`config.mk`:
```
export PLATFORM = sky130hd
export DESIGN_NAME = bidir_port_with_change_irq
export DESIGN_NICKNAME = d
export VERILOG_FILES = /design/src/hw/bidir_port_with_change_irq.v
export VERILOG_INCLUDE_DIRS = /design/src /design/src/hw
export SDC_FILE = /design/constraint.sdc
export NUM_CORES = 1
export LEC_CHECK = 0
export BUFFER_PORTS_ARGS = -buffer_cell sky130_fd_sc_hd__buf_2
export CORE_MARGIN = 10
export CORE_UTILIZATION = 30
export CTS_BUF_LIST = sky130_fd_sc_hd__clkbuf_2 sky130_fd_sc_hd__clkbuf_4 sky130_fd_sc_hd__clkbuf_8
export DETAILED_ROUTE_END_ITERATION = 8
export MAX_ROUTING_LAYER = met4
export PLACE_DENSITY = 0.55
export SYNTH_ARGS = -nofsm -noshare
export SYNTH_HDL_FRONTEND = slang
export SYNTH_SLANG_ARGS = --single-unit
```
`constraint.sdc`:
```
create_clock -name i_sys_clk -period 2.1 [get_ports i_sys_clk]
set_clock_uncertainty 0.15 [all_clocks]
set_input_delay 0.42 -clock i_sys_clk [delete_from_list [all_inputs] [get_ports i_sys_clk]]
set_output_delay 0.42 -clock i_sys_clk [all_outputs]
set_load 0.005 [all_outputs]
```
`src/hw/gpio_change_consts.vh`:
```
// constants for the bidirectional port with change interrupt
`ifndef GPIO_CHANGE_CONSTS_VH
`define GPIO_CHANGE_CONSTS_VH

// register addresses
`define ADDR_PORT_DATA 4'h0
`define ADDR_PORT_DIR 4'h1
`define ADDR_OPTION 4'h2
`define ADDR_INT_CTRL 4'h3
`define ADDR_INT_STATUS 4'h4
`define ADDR_INT_MASK 4'h5

// field positions
`define OPT_PULLUP_DIS_N_BIT 7
`define ICR_GIE_BIT 7
`define ICR_CIE_BIT 3
`define ICR_CIF_BIT 0
`define STS_CHANGE_BIT 0
`define STS_WAKE_BIT 1
`define CHG_LO 4
`define CHG_HI 7

// reset values
`define RST_PORT_DATA 8'h00
`define RST_PORT_DIR 8'hFF
`define RST_OPTION 8'hFF
`define RST_INT_CTRL 8'h00
`define RST_ZERO 8'h00
`define RST_EVT 2'h0

`endif

```
`src/hw/bidir_port_with_change_irq.v`:
```
// bidirectional port with pull-ups, change detect, wake and interrupt
//
// Design decisions made here: the register addresses and the strobed register port.
`timescale 1ns/10ps
`default_nettype none
`include "gpio_change_consts.vh"

module bidir_port_with_change_irq #(
    parameter WIDTH = 8
) (
    // clock, reset, enable
    input wire i_sys_clk,
    input wire i_srst,
    input wire i_clk_en,
    // register port
    input wire [3:0] i_addr,
    input wire [7:0] i_wdata,
    input wire i_wr,
    input wire i_rd,
    output reg [7:0] o_rdata,
    // pins
    input wire [WIDTH-1:0] i_pin,
    output wire [WIDTH-1:0] o_pin,
    output wire [WIDTH-1:0] o_pin_oe,
    output wire [WIDTH-1:0] o_pullup_en,
    // device links
    input wire i_sleep,
    output wire o_wake,
    output wire o_change_irq,
    output wire o_irq
);

    // ----------------------------------------
    // local sizes
    // ----------------------------------------
    localparam CHG_W = `CHG_HI - `CHG_LO + 1;
    localparam EVT_W = 2;

    // ----------------------------------------
    // state
    // ----------------------------------------
    reg [WIDTH-1:0] port_latch_ff;
    reg [WIDTH-1:0] nxt_port_latch;
    reg [WIDTH-1:0] port_dir_ff;
    reg [WIDTH-1:0] nxt_port_dir;
    reg [7:0] option_ff;
    reg [7:0] nxt_option;
    reg [7:0] int_ctrl_ff;
    reg [7:0] nxt_int_ctrl;
    reg [CHG_W-1:0] cmp_latch_ff;
    reg [CHG_W-1:0] nxt_cmp_latch;
    reg [EVT_W-1:0] evt_sts_ff;
    wire [EVT_W-1:0] nxt_evt_sts;
    reg [EVT_W-1:0] evt_mask_ff;
    reg [EVT_W-1:0] nxt_evt_mask;
    reg [7:0] nxt_rdata;

    // ----------------------------------------
    // strobe qualification
    // ----------------------------------------
    // a strobe while frozen is dropped, not deferred
    wire wr_go = i_wr & i_clk_en;
    wire rd_go = i_rd & i_clk_en;

    // ----------------------------------------
    // address decode
    // ----------------------------------------
    reg sel_data;
    reg sel_dir;
    reg sel_opt;
    reg sel_ictl;
    reg sel_sts;
    reg sel_mask;

    always @* begin
        sel_data = 1'b0;
        sel_dir = 1'b0;
        sel_opt = 1'b0;
        sel_ictl = 1'b0;
        sel_sts = 1'b0;
        sel_mask = 1'b0;
        if (i_addr == `ADDR_PORT_DATA) begin
            sel_data = 1'b1;
        end else if (i_addr == `ADDR_PORT_DIR) begin
            sel_dir = 1'b1;
        end else if (i_addr == `ADDR_OPTION) begin
            sel_opt = 1'b1;
        end else if (i_addr == `ADDR_INT_CTRL) begin
            sel_ictl = 1'b1;
        end else if (i_addr == `ADDR_INT_STATUS) begin
            sel_sts = 1'b1;
        end else if (i_addr == `ADDR_INT_MASK) begin
            sel_mask = 1'b1;
        end
    end

    // ----------------------------------------
    // register strobes
    // ----------------------------------------
    wire port_rd = rd_go & sel_data;
    wire port_wr = wr_go & sel_data;
    wire dir_wr = wr_go & sel_dir;
    wire opt_wr = wr_go & sel_opt;
    wire ictl_wr = wr_go & sel_ictl;
    wire sts_wr = wr_go & sel_sts;
    wire mask_wr = wr_go & sel_mask;

    // ----------------------------------------
    // pin drivers and pull-ups
    // ----------------------------------------
    // output pins never pulled up
    wire pullup_on = ~option_ff[`OPT_PULLUP_DIS_N_BIT];
    genvar g;
    generate
        for (g = 0; g < WIDTH; g = g + 1) begin : pin_gen
            assign o_pin_oe[g] = ~port_dir_ff[g];
            assign o_pin[g] = port_latch_ff[g];
            assign o_pullup_en[g] = pullup_on & port_dir_ff[g];
        end
    endgenerate

    // ----------------------------------------
    // change detect
    // ----------------------------------------
    wire [CHG_W-1:0] upper_change_pins = i_pin[`CHG_HI:`CHG_LO];
    wire [CHG_W-1:0] upper_inputs = port_dir_ff[`CHG_HI:`CHG_LO];
    wire [CHG_W-1:0] mismatch;
    genvar c;
    generate
        for (c = 0; c < CHG_W; c = c + 1) begin : chg_gen
            assign mismatch[c] = (upper_change_pins[c] ^ cmp_latch_ff[c]) & upper_inputs[c];
        end
    endgenerate
    // only inputs compare; a change seen in a refreshing read cycle still sets the flag
    wire change_cond = |mismatch;

    // ----------------------------------------
    // port data latch
    // ----------------------------------------
    wire [WIDTH-1:0] rmw_base = i_pin;
    // whole-byte write: the written byte replaces every bit read back
    wire [WIDTH-1:0] rmw_merge = (rmw_base & {WIDTH{1'b0}}) | i_wdata[WIDTH-1:0];

    always @* begin
        nxt_port_latch = port_latch_ff;
        if (port_wr) begin
            nxt_port_latch = rmw_merge;
        end
    end

    always @(posedge i_sys_clk) begin
        if (i_srst) begin
            port_latch_ff <= {WIDTH{1'b0}};
        end else begin
            if (i_clk_en) begin
                port_latch_ff <= nxt_port_latch;
            end
        end
    end

    // ----------------------------------------
    // direction register
    // ----------------------------------------
    always @* begin
        nxt_port_dir = port_dir_ff;
        if (dir_wr) begin
            nxt_port_dir = i_wdata[WIDTH-1:0];
        end
    end

    always @(posedge i_sys_clk) begin
        if (i_srst) begin
            port_dir_ff <= {WIDTH{1'b1}};
        end else begin
            if (i_clk_en) begin
                port_dir_ff <= nxt_port_dir;
            end
        end
    end

    // ----------------------------------------
    // option register
    // ----------------------------------------
    always @* begin
        nxt_option = option_ff;
        if (opt_wr) begin
            nxt_option = i_wdata;
        end
    end

    always @(posedge i_sys_clk) begin
        if (i_srst) begin
            option_ff <= `RST_OPTION;
        end else begin
            if (i_clk_en) begin
                option_ff <= nxt_option;
            end
        end
    end

    // ----------------------------------------
    // compare latch
    // ----------------------------------------
    always @* begin
        nxt_cmp_latch = cmp_latch_ff;
        // a write refreshes too, so no stale compare survives it
        if (port_rd || port_wr) begin
            nxt_cmp_latch = upper_change_pins;
        end
    end

    always @(posedge i_sys_clk) begin
        if (i_srst) begin
            cmp_latch_ff <= {CHG_W{1'b0}};
        end else begin
            if (i_clk_en) begin
                cmp_latch_ff <= nxt_cmp_latch;
            end
        end
    end

    // ----------------------------------------
    // interrupt control
    // ----------------------------------------
    always @* begin
        nxt_int_ctrl = int_ctrl_ff;
        if (ictl_wr) begin
            nxt_int_ctrl = i_wdata;
        end
        // set wins over a software clear in the same cycle
        if (change_cond) begin
            nxt_int_ctrl[`ICR_CIF_BIT] = 1'b1;
        end
    end

    always @(posedge i_sys_clk) begin
        if (i_srst) begin
            int_ctrl_ff <= `RST_INT_CTRL;
        end else begin
            if (i_clk_en) begin
                int_ctrl_ff <= nxt_int_ctrl;
            end
        end
    end

    // ----------------------------------------
    // wake and change interrupt
    // ----------------------------------------
    wire change_int_flag = int_ctrl_ff[`ICR_CIF_BIT];
    wire change_int_en = int_ctrl_ff[`ICR_CIE_BIT];
    wire global_int_enable = int_ctrl_ff[`ICR_GIE_BIT];

    assign o_change_irq = change_int_flag & change_int_en & global_int_enable;
    // wake ignores the global enable so a sleeping core still restarts
    assign o_wake = change_int_flag & change_int_en;

    // ----------------------------------------
    // event status
    // ----------------------------------------
    wire [EVT_W-1:0] evt_raise = {o_wake & i_sleep, change_cond};
    wire [EVT_W-1:0] evt_clear = sts_wr ? i_wdata[EVT_W-1:0] : {EVT_W{1'b0}};
    genvar e;
    generate
        for (e = 0; e < EVT_W; e = e + 1) begin : evt_gen
            // set wins over a write-one clear in the same cycle
            assign nxt_evt_sts[e] = (evt_sts_ff[e] & ~evt_clear[e]) | evt_raise[e];
        end
    endgenerate

    always @(posedge i_sys_clk) begin
        if (i_srst) begin
            evt_sts_ff <= `RST_EVT;
        end else begin
            if (i_clk_en) begin
                evt_sts_ff <= nxt_evt_sts;
            end
        end
    end

    // ----------------------------------------
    // event mask
    // ----------------------------------------
    always @* begin
        nxt_evt_mask = evt_mask_ff;
        if (mask_wr) begin
            nxt_evt_mask = i_wdata[EVT_W-1:0];
        end
    end

    always @(posedge i_sys_clk) begin
        if (i_srst) begin
            evt_mask_ff <= `RST_EVT;
        end else begin
            if (i_clk_en) begin
                evt_mask_ff <= nxt_evt_mask;
            end
        end
    end

    // ----------------------------------------
    // read views
    // ----------------------------------------
    // narrow registers read back zero in the unused bits
    wire [7:0] pin_view = i_pin;
    wire [7:0] dir_view = port_dir_ff;
    wire [7:0] opt_view = option_ff;
    wire [7:0] ictl_view = int_ctrl_ff;
    wire [7:0] sts_view = {6'h00, evt_sts_ff};
    wire [7:0] mask_view = {6'h00, evt_mask_ff};

    // ----------------------------------------
    // read data
    // ----------------------------------------
    // read data hold between reads, so a late look sees the last answer
    always @* begin
        nxt_rdata = o_rdata;
        if (rd_go) begin
            if (sel_data) begin
                nxt_rdata = pin_view;
            end else if (sel_dir) begin
                nxt_rdata = dir_view;
            end else if (sel_opt) begin
                nxt_rdata = opt_view;
            end else if (sel_ictl) begin
                nxt_rdata = ictl_view;
            end else if (sel_sts) begin
                nxt_rdata = sts_view;
            end else if (sel_mask) begin
                nxt_rdata = mask_view;
            end else begin
                nxt_rdata = `RST_ZERO;
            end
        end
    end

    always @(posedge i_sys_clk) begin
        if (i_srst) begin
            o_rdata <= `RST_ZERO;
        end else begin
            if (i_clk_en) begin
                o_rdata <= nxt_rdata;
            end
        end
    end

    // ----------------------------------------
    // level interrupt
    // ----------------------------------------
    // level interrupt from sticky events
    assign o_irq = |(evt_sts_ff & evt_mask_ff);

endmodule
`default_nettype wire

```
==> results.cfg <==
[run_status]
outcome = complete, no violations

[global_routing]
grt.overflow.total = 0
grt_pass1_vias = 1968
grt_usage = 0.116
grt_max_degree = 24
antenna_found_initial = 0
grt_pass1_wl_um = 10300

[timing]
setup_slack_ps = 355
fin_setup_tns_ps = 0
relSlewSlack = 0.664
finalMaxSlewViolations = 0
rsz0062_at_grt = false
worst_pin_slew_ps = 499
final-setup-viol-count = 0
finalCritPeriodShare = 0.831
max_freq_mhz = 573
hold_ws_ps = 229
finalHoldViolations = 0
finalCriticalPeriod_ps = 1750

[yosys]
syn_nets = 278
yosys_warnings = 0
syn_area_um2 = 2250
yosysSeqAreaShare = 0.427
ys.flop_type = dfxtp_1
synth_edf_count = 0
async_reset_ff_frac = 0
syn_inst = 252
synth_area_per_cell_um2 = 8.94
ys_seq_elements = 48
yosysUniqueCellTypes = 36

[clocking]
cts_made_buffers = 5
cts_root_buffer = clkbuf_8
htree_levels = 2
cts.clk_slew.worst_paths_ps = 90
cts_buffer_depth = 2
clock-sinks = 48
ctsHoldBuffers = 0
cts_tree = done
post_cts_resized = 0
cts_setup_buffers = 0
clk_latency_ps = 300

[route]
first_pass_iters = 4
ant_nets = 0
drtIter0Drc = 96
drcViolationCount = 0
wl_per_cell_um = 15.8
num_vias = 1929
viasPerCell = 4.69
finalWirelength_um = 6500

[worst_setup_path]
worstSetupPathType = in -> reg
crit_fanout = 18
cp-end-kind = flop
cp.required_ps = 2190
critPathLaunchType = primary input
cp.arrival_ps = 1830

[finish]
diodes = 0
synthToLayoutAreaGrowth_pct = 22.9
final_layout_size_suffix_gt1_frac = 0.292
final_common_cell = buf_2
fin_util = 0.380
layout_common_cells = buf_2 (60), nor2_1 (52), dfxtp_1 (48), mux2i_1 (17)
finalNetCount = 337

[floorplanning]
num_rows = 31
dieArea_um2 = 11400
die_x_um = 107
die_y_um = 107
ios = 61
core_um2 = 7290
start_util = 0.309

[placed_design]
dp_hpwl_um = 5060
portBuffers = 60
gp_congestion = 0.808
dp_slack_ps = 25.1

[hold_path]
hold_class = in -> reg

[pwr]
power_density_nw_per_um2 = 624
power_mw = 1.73
max-vdd-ir-drop_v = 0.000272
p_leak_nw = 1.24

[job]
maxCapViolCount = 0
Yosys cell counts, drive strengths merged (2+ instances only):
cell | n | area (um2)
inv | 16 | 60.1
nor2b | 3 | 18.8
nand2 | 7 | 26.3
dfxtp | 48 | 961
a22o | 3 | 26.3
mux2i | 17 | 170
o22ai | 2 | 12.5
clkbuf | 8 | 30.0
a211o | 16 | 140
a21oi | 14 | 70.1
nand3 | 4 | 25.0
nor4 | 2 | 27.5
o21ai | 10 | 50.1
o41ai | 2 | 17.5
nor2 | 53 | 201
xnor2 | 4 | 35.0
and2 | 3 | 18.8
a221o | 6 | 60.1
buf | 9 | 67.6
and3 | 3 | 18.8
mux2 | 8 | 90.1
nor3 | 6 | 30.0
nand3b | 2 | 15.0
flip-flops by register name, indices dropped and copies added, names as in the netlist:
register and count:
dir_view 8, ictl_view 8, o_pin 8, o_rdata 8
opt_view 8, cmp_latch_ff 4, evt_mask_ff 2, evt_sts_ff 2
layer usage:
layer | global-route usage | up-vias | wire, um
li1 | - | 992 | -
met1 | 0.151 | 893 | 3300
met2 | 0.179 | 38 | 2920
met3 | 0.0234 | 6 | 234
met4 | 0.0290 | 0 | 54
met5 | - | - | 0
path summary, 6_finish.rpt:
path / from / endpoint / slack, ps / depth (start not counted)
worst min-delay path: i_sleep / evt_sts_ff[1]$_SDFFE_PP0P_ / 230 / 3
worst max register to register: opt_view[7]$_SDFFE_PP1P_ / o_rdata[7]$_SDFFE_PP0P_ / 520 / 4
worst max-delay path: i_addr[0] / cmp_latch_ff[2]$_SDFFE_PP0P_ / 350 / 5
worst min register to register: opt_view[1]$_SDFFE_PP1P_ / opt_view[1]$_SDFFE_PP1P_ / 320 / 1
stage by stage:
step	cells	cell area (um2)
4_1_cts	411	2770
3_3_place_gp	403	2670
6_report	411	2770
3_5_place_dp	403	2670
2_1_floorplan	252	2250
5_1_grt	411	2770
layout make-up:
cell class | count | area, um2
Timing Repair Buffer | 69 | 393
Multi-Input combinational cell | 171 | 1130
Tap cell | 99 | 124
Fill cell | 819 | 4520
Sequential cell | 48 | 961
Clock buffer | 6 | 82.6
Inverter | 16 | 60.1
Clock inverter | 2 | 13.8
worst max-delay path: stages:
cell and delay, ps:
buf_2 220, or4_1 690, nor2_1 280, nand2_1 90
a21oi_1 120
cells by family after synthesis:
logic type,Yosys count,share of synthesized area
and+or+nand+nor,88,0.198
AOI/OAI and AO/OA,54,0.174
DFF,48,0.427
buffers and inverters,33,0.0700
muxes,25,0.116
xor gates and xnor gates,4,0.0156
power by group:
group	total [mW]	leakage, nW	internal (mW)	switching, mW
registers	0.940	0.390	0.928	0.0116
clock network	0.595	0.0516	0.270	0.325
logic	0.191	0.798	0.0811	0.110
total	1.73	1.24	1.28	0.447
(Power assumes the default switching activity.)
